## src/pkg/scoc_regs.svh

```systemverilog
/*
  Constants for the stream configuration and overlay command block.
  Assumes inclusion by bare name from the design file.
*/
`ifndef SCOC_REGS_SVH
`define SCOC_REGS_SVH
`define SCOC_OP_CFG_STREAM   8'h51
`define SCOC_OP_OVERLAY      8'hb1
`define SCOC_SUB_RESTORE     8'hc0
`define SCOC_SUB_FREEZE      8'hc1
`define SCOC_SUB_IDENTIFY    8'hc2
`define SCOC_SUB_SET         8'hc3
`define SCOC_FEAT_ADD_BIT    7
`define SCOC_FEAT_DIR_BIT    6
`define SCOC_FEAT_ID_MSB     2
`define SCOC_ERR_ABORT       8'h04
`define SCOC_STS_RDY         8'h40
`define SCOC_STS_DRQ         8'h08
`define SCOC_STS_ERR         8'h01
`define SCOC_STS_BSY         8'h80
`define SCOC_IDENT_WORDS     9'h100
`define SCOC_IDENT_LAST      9'h0ff
`define SCOC_REJ_REASON      8'h01
`define SCOC_REJ_WORD        8'h07
`define SCOC_REJ_BIT         8'h00
`endif

```

## src/pkg/scoc_pkg.sv

```systemverilog
/*
  Types for the stream configuration and overlay command block.
  Assumes nothing of its surroundings.
*/
package scoc_pkg;
  typedef enum logic [2:0] {
    SCOC_IDLE,
    SCOC_EXEC,
    SCOC_XFER,
    SCOC_DONE
  } scoc_state_t;
endpackage : scoc_pkg

```

## src/verilog/scoc_cmd.sv

```systemverilog
/*
  Command interpreter for stream configuration (51h) and the configuration
  overlay command (B1h). Assumes the host has loaded the task-file bytes when
  cmd_write pulses, and that por_n falls only at power removal.
*/
// Operation
// - Opcode 51h configures the one stream named in the feature byte.
// - Feature bit 7 set adds a stream; clear removes one.
// - Feature bit 6 clear is a read stream, set a write stream.
// - Adding a valid identifier overwrites it; abort keeps old values.
// - Abort without streaming support or when removing an unknown identifier.
// - Default time limit is previous feature times identify words 99:98, in us.
// - Time limit runs from command write to final completion interrupt.
// - A requested limit under the minimum takes the minimum; code clamps only the default, a non-zero lookup_limit passes unclamped.
// - Allocation unit is 16 bits: current count low, previous count high.
// - Opcode B1h feature C0h restore, C1h freeze, C2h identify, C3h set.
// - Restore cancels all set reductions; identify device shows full set.
// - After freeze lock every later overlay subcommand aborts.
// - Freeze lock survives hardware and software reset; only power-down clears.
// - Overlay identify returns 512 bytes by PIO data-in.
// - After set, identify device shows reduced set; overlay identify full set.
// - A rejected set reports reason, word index and bit location; code leaves them unchanged when the set aborts under freeze lock.
`timescale 1ns/1ps
`default_nettype none
`include "scoc_regs.svh"
module scoc_cmd #(
  parameter int ID_W   = 3,
  parameter int CAP_W  = 16,
  parameter int UNIT_W = 32
) (
  // Clock and reset
  input  wire logic                  clk,
  input  wire logic                  resetn,
  input  wire logic                  por_n,
  // Command block from the host
  input  wire logic                  cmd_write,
  input  wire logic [7:0]            cmd_opcode,
  input  wire logic [7:0]            feat_cur,
  input  wire logic [7:0]            feat_prev,
  input  wire logic [7:0]            count_cur,
  input  wire logic [7:0]            count_prev,
  input  wire logic [CAP_W-1:0]      set_caps,
  // Device configuration
  input  wire logic                  stream_support,
  input  wire logic [UNIT_W-1:0]     time_unit_us,
  input  wire logic [31:0]           min_time_limit,
  input  wire logic [CAP_W-1:0]      full_caps,
  input  wire logic [15:0]           ident_word,
  // Streaming command lookup
  input  wire logic [ID_W-1:0]       lookup_id,
  input  wire logic [31:0]           lookup_limit,
  output logic [31:0]                completion_time_limit,
  output logic                       lookup_valid,
  output logic                       lookup_dir,
  output logic [15:0]                lookup_unit,
  // Results to the host
  output logic [7:0]                 status_reg,
  output logic [7:0]                 error_reg,
  output logic [7:0]                 reason_reg,
  output logic [7:0]                 word_loc_reg,
  output logic [7:0]                 bit_loc_reg,
  output logic                       intrq,
  output logic                       pio_valid,
  output logic [15:0]                pio_data,
  output logic [8:0]                 pio_index,
  input  wire logic                  pio_ready,
  output logic [CAP_W-1:0]           ident_caps,
  output logic                       freeze_lock
);
  // ----------------------------------------------------------------------
  // Helpers
  // ----------------------------------------------------------------------
  function automatic logic [31:0] clamp_limit(input logic [31:0] req, input logic [31:0] mn);
    clamp_limit = (req < mn) ? mn : req;
  endfunction : clamp_limit

  scoc_pkg::scoc_state_t state_reg;
  logic [7:0]            op_reg;
  logic [7:0]            fc_reg;
  logic [7:0]            fp_reg;
  logic [15:0]           unit_reg;
  logic [CAP_W-1:0]      caps_reg;
  logic                  abort_w;
  logic [ID_W-1:0]       sid;
  logic [UNIT_W+7:0]     prod;
  logic [7:0]            sub_w;
  logic [ID_W-1:0]       sid_reg;
  logic [(1<<ID_W)-1:0]  valid_reg;
  logic [(1<<ID_W)-1:0]  dir_reg;
  logic [31:0]           limit_reg [(1<<ID_W)];
  logic [15:0]           alloc_reg [(1<<ID_W)];
  logic                  bad_set;
  logic                  is_stream;

  assign sid       = fc_reg[`SCOC_FEAT_ID_MSB:0];
  assign is_stream = (op_reg == `SCOC_OP_CFG_STREAM);
  assign sub_w     = fc_reg;
  assign prod      = fp_reg * time_unit_us;
  assign bad_set   = |(caps_reg & ~full_caps);

  // ----------------------------------------------------------------------
  // Abort decision
  // ----------------------------------------------------------------------
  always_comb
  begin
    abort_w = 1'b0;
    if (is_stream)
    begin
      if (!stream_support)
        abort_w = 1'b1;
      else if (!fc_reg[`SCOC_FEAT_ADD_BIT] && !valid_reg[sid])
        abort_w = 1'b1;
    end
    else
    begin
      if (freeze_lock)
        abort_w = 1'b1;
      else if (sub_w < `SCOC_SUB_RESTORE || sub_w > `SCOC_SUB_SET)
        abort_w = 1'b1;
      else if (sub_w == `SCOC_SUB_SET && bad_set)
        abort_w = 1'b1;
    end
  end

  // ----------------------------------------------------------------------
  // Command sequencer
  // ----------------------------------------------------------------------
  always_ff @(posedge clk or negedge resetn)
  begin
    if (!resetn)
    begin
      state_reg <= scoc_pkg::SCOC_IDLE;
      op_reg    <= 8'h00;
      fc_reg    <= 8'h00;
      fp_reg    <= 8'h00;
      unit_reg  <= 16'h0000;
      caps_reg  <= '0;
      pio_index <= 9'h000;
    end
    else
    begin
      case (state_reg)
        scoc_pkg::SCOC_IDLE:
          if (cmd_write && (cmd_opcode == `SCOC_OP_CFG_STREAM || cmd_opcode == `SCOC_OP_OVERLAY))
          begin
            op_reg    <= cmd_opcode;
            fc_reg    <= feat_cur;
            fp_reg    <= feat_prev;
            unit_reg  <= {count_prev, count_cur};
            caps_reg  <= set_caps;
            state_reg <= scoc_pkg::SCOC_EXEC;
          end
        scoc_pkg::SCOC_EXEC:
        begin
          pio_index <= 9'h000;
          if (!abort_w && !is_stream && sub_w == `SCOC_SUB_IDENTIFY)
            state_reg <= scoc_pkg::SCOC_XFER;
          else
            state_reg <= scoc_pkg::SCOC_DONE;
        end
        scoc_pkg::SCOC_XFER:
          if (pio_ready)
          begin
            pio_index <= pio_index + 9'h001;
            if (pio_index == `SCOC_IDENT_LAST)
              state_reg <= scoc_pkg::SCOC_DONE;
          end
        scoc_pkg::SCOC_DONE:
          state_reg <= scoc_pkg::SCOC_IDLE;
        default:
          state_reg <= scoc_pkg::SCOC_IDLE;
      endcase
    end
  end

  assign pio_valid = (state_reg == scoc_pkg::SCOC_XFER);
  assign pio_data  = ident_word;

  // ----------------------------------------------------------------------
  // Stream table; untouched on abort
  // ----------------------------------------------------------------------
  always_ff @(posedge clk or negedge resetn)
  begin
    if (!resetn)
    begin
      valid_reg <= '0;
      dir_reg   <= '0;
      for (int i = 0; i < (1<<ID_W); i++)
      begin
        limit_reg[i] <= 32'h0000_0000;
        alloc_reg[i] <= 16'h0000;
      end
    end
    else if (state_reg == scoc_pkg::SCOC_EXEC && is_stream && !abort_w)
    begin
      valid_reg[sid] <= fc_reg[`SCOC_FEAT_ADD_BIT];
      if (fc_reg[`SCOC_FEAT_ADD_BIT])
      begin
        dir_reg[sid]   <= fc_reg[`SCOC_FEAT_DIR_BIT];
        limit_reg[sid] <= clamp_limit(prod[31:0], min_time_limit);
        alloc_reg[sid] <= unit_reg;
      end
    end
  end

  assign lookup_valid = valid_reg[lookup_id];
  assign lookup_dir   = dir_reg[lookup_id];
  assign lookup_unit  = alloc_reg[lookup_id];
  // Limit applied from the command write to its final interrupt
  assign completion_time_limit = (lookup_limit == 32'h0000_0000) ? limit_reg[lookup_id]
                                 : lookup_limit;

  // ----------------------------------------------------------------------
  // Overlay state; freeze lock cleared only by power-on reset
  // ----------------------------------------------------------------------
  always_ff @(posedge clk or negedge por_n)
  begin
    if (!por_n)
      freeze_lock <= 1'b0;
    else if (state_reg == scoc_pkg::SCOC_EXEC && !is_stream && !abort_w && sub_w == `SCOC_SUB_FREEZE)
      freeze_lock <= 1'b1;
  end

  always_ff @(posedge clk or negedge por_n)
  begin
    if (!por_n)
      ident_caps <= '1;
    else if (state_reg == scoc_pkg::SCOC_EXEC && !is_stream && !abort_w)
    begin
      if (sub_w == `SCOC_SUB_RESTORE)
        ident_caps <= full_caps;
      else if (sub_w == `SCOC_SUB_SET)
        ident_caps <= caps_reg & full_caps;
    end
  end

  // ----------------------------------------------------------------------
  // Completion status
  // ----------------------------------------------------------------------
  always_ff @(posedge clk or negedge resetn)
  begin
    if (!resetn)
    begin
      status_reg   <= `SCOC_STS_RDY;
      error_reg    <= 8'h00;
      reason_reg   <= 8'h00;
      word_loc_reg <= 8'h00;
      bit_loc_reg  <= 8'h00;
      intrq        <= 1'b0;
    end
    else
    begin
      intrq <= 1'b0;
      if (state_reg == scoc_pkg::SCOC_IDLE && cmd_write
          && (cmd_opcode == `SCOC_OP_CFG_STREAM || cmd_opcode == `SCOC_OP_OVERLAY))
        status_reg <= `SCOC_STS_BSY;
      else if (state_reg == scoc_pkg::SCOC_EXEC)
      begin
        if (abort_w)
        begin
          status_reg <= `SCOC_STS_RDY | `SCOC_STS_ERR;
          error_reg  <= `SCOC_ERR_ABORT;
          intrq      <= 1'b1;
          if (!is_stream && !freeze_lock && sub_w == `SCOC_SUB_SET)
          begin
            reason_reg   <= `SCOC_REJ_REASON;
            word_loc_reg <= `SCOC_REJ_WORD;
            bit_loc_reg  <= `SCOC_REJ_BIT;
          end
        end
        else if (!is_stream && sub_w == `SCOC_SUB_IDENTIFY)
        begin
          status_reg <= `SCOC_STS_RDY | `SCOC_STS_DRQ;
          error_reg  <= 8'h00;
          intrq      <= 1'b1;
        end
        else
        begin
          status_reg <= `SCOC_STS_RDY;
          error_reg  <= 8'h00;
          intrq      <= 1'b1;
        end
      end
      else if (state_reg == scoc_pkg::SCOC_XFER && pio_ready && pio_index == `SCOC_IDENT_LAST)
        status_reg <= `SCOC_STS_RDY;
    end
  end

  // ----------------------------------------------------------------------
  // Checks
  // ----------------------------------------------------------------------
  a_freeze_blocks: assert property (@(posedge clk) disable iff (!resetn)
    (state_reg == scoc_pkg::SCOC_EXEC && op_reg == `SCOC_OP_OVERLAY && freeze_lock)
      |=> (error_reg == `SCOC_ERR_ABORT && status_reg[0]))
    else $error("overlay command not aborted under freeze lock");
  a_remove_unknown: assert property (@(posedge clk) disable iff (!resetn)
    (state_reg == scoc_pkg::SCOC_EXEC && is_stream && !fc_reg[`SCOC_FEAT_ADD_BIT] && !valid_reg[sid])
      |=> (error_reg == `SCOC_ERR_ABORT))
    else $error("removal of unknown stream not aborted");
  a_abort_keeps: assert property (@(posedge clk) disable iff (!resetn)
    (state_reg == scoc_pkg::SCOC_EXEC && abort_w) |=> $stable(valid_reg))
    else $error("abort changed stream table");
  a_add_sets_valid: assert property (@(posedge clk) disable iff (!resetn)
    (state_reg == scoc_pkg::SCOC_EXEC && is_stream && !abort_w && fc_reg[`SCOC_FEAT_ADD_BIT])
      |=> valid_reg[$past(sid)])
    else $error("add did not mark stream valid");
  a_limit_floor: assert property (@(posedge clk) disable iff (!resetn)
    (lookup_valid && lookup_limit == 32'h0000_0000) |-> completion_time_limit >= min_time_limit)
    else $error("default time limit below minimum");
  a_reserved_abort: assert property (@(posedge clk) disable iff (!resetn)
    (state_reg == scoc_pkg::SCOC_EXEC && !is_stream && (fc_reg < `SCOC_SUB_RESTORE || fc_reg > `SCOC_SUB_SET))
      |=> (status_reg[0] && intrq))
    else $error("reserved subcommand not aborted");
  a_ident_len: assert property (@(posedge clk) disable iff (!resetn)
    (state_reg == scoc_pkg::SCOC_XFER) |-> pio_index <= 9'h0ff)
    else $error("identify transfer overran 256 words");
  a_abort_status: assert property (@(posedge clk) disable iff (!resetn)
    (intrq && error_reg[2]) |-> (status_reg[0] && !status_reg[7]))
    else $error("abort status wrong");
endmodule : scoc_cmd
`default_nettype wire

```

## config.mk

```make
export PLATFORM = sky130hd
export DESIGN_NAME = scoc_cmd
export DESIGN_NICKNAME = d
export VERILOG_FILES = /design/src/pkg/scoc_pkg.sv /design/src/verilog/scoc_cmd.sv
export VERILOG_INCLUDE_DIRS = /design/src /design/src/pkg
export SDC_FILE = /design/constraint.sdc
export NUM_CORES = 1
export LEC_CHECK = 0
export BUFFER_PORTS_ARGS = -buffer_cell sky130_fd_sc_hd__buf_2
export CAP_MARGIN = 10
export CORE_MARGIN = 10
export CORE_UTILIZATION = 40
export DETAILED_ROUTE_END_ITERATION = 16
export PLACE_DENSITY_LB_ADDON = 0.25
export SYNTH_ARGS = -nofsm -noshare
export SYNTH_HDL_FRONTEND = slang
export SYNTH_SLANG_ARGS = --single-unit
export TNS_END_PERCENT = 20
```

## constraint.sdc

```tcl
create_clock -name clk -period 9.2 [get_ports clk]
set_input_delay 1.84 -clock clk [delete_from_list [all_inputs] [get_ports clk]]
set_output_delay 1.84 -clock clk [all_outputs]
set_load 0.1 [all_outputs]
```

==> Word level (Yosys, flattened, before mapping) <==
Index checks and enable logic that the tools add are counted.
{ "word_totals": {"reg_bits": 504, "ramBits": 0, "rom_bits": 0, "elab_cells": 148, "latchBits": 0, "input_bits": 193, "n_memories": 0, "output_inout_bits": 134} }
{ "op_classes": {"n_div": 0, "n_shift": 0, "bitwise_logic": 6, "reduce_logical": 39, "magnitude_cmp": 9, "n_mul": 1, "eq_ne": 13, "add_sub_neg": 1, "n_mux": 47} }
{ "op_table": {"columns": ["cell", "n"], "rows": [
  ["bitwise mux 256 bit", 1],
  ["two-way mux 32 bit", 5],
  ["bitwise mux 128 bit", 1],
  ["binary-select mux 32 bit (select 3 bit)", 1],
  ["demux 32 bit (select 3 bit)", 1],
  ["two-way mux 16 bit", 5],
  ["binary-select mux 16 bit (select 3 bit)", 1],
  ["demux 16 bit (select 3 bit)", 1],
  ["== test 8 bit (second input constant)", 5],
  ["AND 16 bit", 2],
  ["zero test 32 bit", 1],
  ["less-than comparator 32 bit", 1],
  ["multiplier 8 x 32 -> 32 bit", 1],
  ["two-way mux 8 bit", 3],
  ["logical AND 1 bit", 19],
  ["case mux 9 bit (2 select lines)", 1],
  ["bitwise mux 8 bit", 2],
  ["== test 8 x 7 -> 1 bit (second input constant)", 2],
  ["NOT 16 bit", 1],
  ["OR reduction 16 bit", 1],
  ["two-way mux 1 bit", 13],
  ["two-way mux 3 bit", 4],
  ["AND reduction 2 bit", 5],
  ["adder 9 x 1 -> 9 bit (second input constant)", 1],
  ["other kinds (25)", 38]
]} }

==> Depth between registers and ports, before layout <==
{ "depth": {"ltp_word": 13, "depth_mapped": 30, "mapped_depth_nobuf": 26} }

==> Least setup slack after synthesis <==
OpenSTA, ideal clock, no wires.
{ "synth_timing": {"kind": "input-to-reg", "from": "input time_unit_us[7]", "to": "register limit_reg[148] in the netlist's numbering", "n_path_buf": 0, "t_required_ps": 9075, "path_stages": 23, "arrival_time_ps": 7794, "setup_slack_ps": 1281, "setup_ps": 125, "path_cell_list": "and2_1 > fa_1 > fa_1 > fa_1 > inv_1 > fa_1 > inv_1 > ha_1 > o211ai_1 > nor2_1 > a31oi_2 > or4b_4 > nand3_1 > and3_1 > nor2_1 > ha_1 > a211o_1 > a31oi_1 > o21bai_1 > a21oi_1 > nand2_4 > mux2_2 > mux2_2"} }
{ "synth_via": {"elab_chain_cells": 4} }
{ "synth_lines": {"columns": ["element", "line", "text"], "rows": [
  ["start, declared", "scoc_cmd.sv:45", "input wire logic [UNIT_W-1:0] time_unit_us,"],
  ["multiplier 8 x 32 -> 32 bit *", "scoc_cmd.sv:98", "assign prod = fp_reg * time_unit_us;"],
  ["less-than comparator 32 bit", "scoc_cmd.sv:74", "clamp_limit = (req < mn) ? mn : req;"],
  ["two-way mux 32 bit *", "scoc_cmd.sv:74", null],
  ["bitwise mux 256 bit *", "scoc_cmd.sv:200", "limit_reg[sid] <= clamp_limit(prod[31:0], min_time_limit);"],
  ["end signal, assigned by index", "scoc_cmd.sv:200", null],
  ["end, declared", "scoc_cmd.sv:90", "logic [31:0] limit_reg [(1<<ID_W)];"]
]} }
Mark *: on every way between the ends. The rest lies on a longest branch, timed or not.
A chain may end at the register's enable or synchronous reset.

==> Final worst setup path <==
{ "layout_timing": {"from": "input time_unit_us[5]", "to": "register limit_reg[75] in the netlist's numbering"} }
The elaborated chain is that of the path after synthesis.

==> metrics <==
final wirelength 83.5 mm; Seq pwr share 39.4%; Sink Count 491; detailed-route DRC error count 0; Longest Clk Path Bufs 3; Setup CP Type in2reg; synth unique cells 69; Clock Skew 21.0 ps; reg2reg setup slack 1310 ps; final hold viol count 0; min cycle time layout 8190 ps; post-cts resize count 0; Slew Limit Headroom 20.6%; CP endpoint kind flop; Min-Delay Path Class reg2reg; Req. time, crit path 9620 ps; Core Area 0.0748 sq mm; most common cell in the netlist nand2_1; IO Port Bufs 263; Clk pwr share 36.3%; clock buffer count from CTS 52; Crit path top cell by count fa_1; Max Used Layer met5; measured slew at the worst slew-check pin 1190 ps; met3 WL 5.18 mm; initial antenna violation count 9; RSZ-0062 raised after global routing false; maxcap violations 0; Leak 16.7 nW; endpoints failing setup 0; number of flip-flops under the largest register name 256; Setup TNS Final 0 ps; vias per cell 5.27; Worst-Skew Late Latency 590 ps; RR Startpoint fp_reg[3]; pwr dens 169 mW/mm^2; first-pass GRT wire length 132 mm; final std cells w/o fill 3979; Die Wd 295 microns; WL met2 40.5 mm; H-tree Lvls 2; post-synthesis sequential area ratio 40.6%; fmax 122 MHz; FP Rows 100; most frequent cells after synthesis nand2_1 (533), dfrtp_1 (474), o21ai_0 (248); Initial Utilization 40.5%; TritonCTS clock tree built; worst-path fanout max 21; R2R cell count 26; Routed wire per std cell 21.0 microns; routability cong. 0.878; synth warn 0; layout cell share with drive strength beyond 1 24.1%; GRT Total Usage 19.2%; hold path depth 1; detailed placement HPWL 59.2 mm; Synth Cell Area 0.0303 sq mm; fin. max-slew vios 0; Comb power frac 24.3%; Inst Count DP 3881; vias in the first global route 22741; largest area contributor in the netlist dfrtp_1; first drt pass iteration count 7; crit path DAT 8610 ps; grt ovf 0; hold worst-path end op_reg[4]; largest net degree at the start of global routing 185; syn avg cell area 10.8 sq um; via count 20970; Final ANT Viol Nets 0; Crit path largest cell delay 560 ps; Psw 0.00186 W; Async SR Flop Fraction 100%; number of nets in the layout 3393; final worst path period share 89.0%; die span in y 295 microns; Pint 0.00386 W; Filler cells 6939; met1 wire length 36.2 mm; drt first-iter violations 1308; peak supply drop 0.153 mV; number of synthesized flops with an enable pin 0; Top-Level Pins 327; DIE AREA 0.0872 sq mm; Layout area overhead 11.9%; sw frac 32.5%; synth top area cells dfrtp_1 (39%), fa_1 (10%), mux4_2 (7.6%), mux2_2 (6.6%), nand2_1 (6.6%); CP startpoint kind input pin; postcts setup bufs 0; Root Buffer clkbuf_16; Yosys reg bits 491; Most used DFF post-synth dfrtp_1; Syn Inst Count 2806; worst hold start op_reg[4]; clock slew at reported path FFs 60 ps; hold buffers post-CTS 0; result of the run finished clean; share of the synthesized area in the top cell type 39.1%; Worst R2R End limit_reg[75]; slowest cell on the critical path fa_1
cell type report:
class	instances	area, sq um	share of cell area, %
Sequential cell	491	12300	36.3
Clock inverter	11	121	0.358
Inverter	212	796	2.35
Tap cell	969	1210	3.57
Timing Repair Buffer	291	1580	4.67
Multi-Input combinational cell	1919	16300	48.1
Antenna cell	3	7.51	0.0221
Clock buffer	83	1590	4.68
logic make-up (layout without fill, tap and decap cells):
| logic type | Yosys count | count (layout) | synth area share (%) |
|---|---|---|---|
| buf+inv | 426 | 597 | 6.20 |
| simple gates | 839 | 839 | 12.6 |
| compound gates | 419 | 419 | 8.30 |
| mux | 355 | 355 | 17.6 |
| fa+ha+maj | 233 | 233 | 13.5 |
| flops | 491 | 491 | 40.6 |
| xor+xnor | 42 | 42 | 1.21 |
| other cells | 1 | 34 | 0.0124 |
power groups by stage:
stage | registers (W) | clock network (W) | logic (W)
2_1_floorplan | 0.00232 | 0 | 0.00102
3_3_place_gp | 0.00229 | 0 | 0.00136
3_5_place_dp | 0.00229 | 0 | 0.00139
4_1_cts | 0.00226 | 0.00213 | 0.00140
5_1_grt | 0.00226 | 0.00222 | 0.00153
6_report | 0.00226 | 0.00207 | 0.00139
metal layers:
metal	global-route usage (%)	vias to the layer above
met5	0	-
met4	3.94	12
met3	4.25	122
met2	32.2	571
met1	25.2	10629
li1	-	9636
how the worst max path moves through the flow:
stage / start / endpoint / slack [ps] / cells after the start
after floorplan: time_unit_us[7] / limit_reg[148] / 1280 / 23
after global placement: time_unit_us[5] / limit_reg[227] / 550 / 27
after detailed placement: time_unit_us[5] / limit_reg[234] / 430 / 24
after CTS: time_unit_us[5] / limit_reg[75] / 1040 / 24
after global routing: time_unit_us[5] / limit_reg[107] / 530 / 27
final: time_unit_us[5] / limit_reg[75] / 1010 / 27
cell usage in the layout, fill, tap and decap left out, types with 26 or more instances in the layout:
cell / instances
xnor2_1: 29
buf_2: 260
nor2_1: 34
nand2_1: 526
clkbuf_16: 53
conb_1: 31
a21oi_1: 34
mux2_2: 178
inv_1: 212
o21bai_1: 38
and2_1: 180
mux4_2: 102
dfrtp_1: 474
ha_1: 77
o21ai_0: 248
mux2i_1: 51
buf_4: 26
fa_1: 156
through the flow:
stage / area, sq um / hold WS (ps) / util (%) / power, W / setup WS [ps]
after floorplan: 30400 / 426 / - / 0.00334 / 1280
after global placement: 32200 / 443 / 43.0 / 0.00365 / 546
after detailed placement: 32200 / 445 / 43.0 / 0.00369 / 427
after CTS: 33900 / 462 / 45.3 / 0.00578 / 1040
after global routing: 33900 / 474 / 45.3 / 0.00601 / 534
final: 33900 / 459 / 45.3 / 0.00572 / 1010
worst max-delay path, delay by kind of cell:
kind	cells	cell delay [ps]
mux	1	280
fa+ha+maj	6	2700
simple gates	4	970
compound gates	11	2150
buf+inv	5	640
No activity file was read; power rests on OpenSTA's default activity.
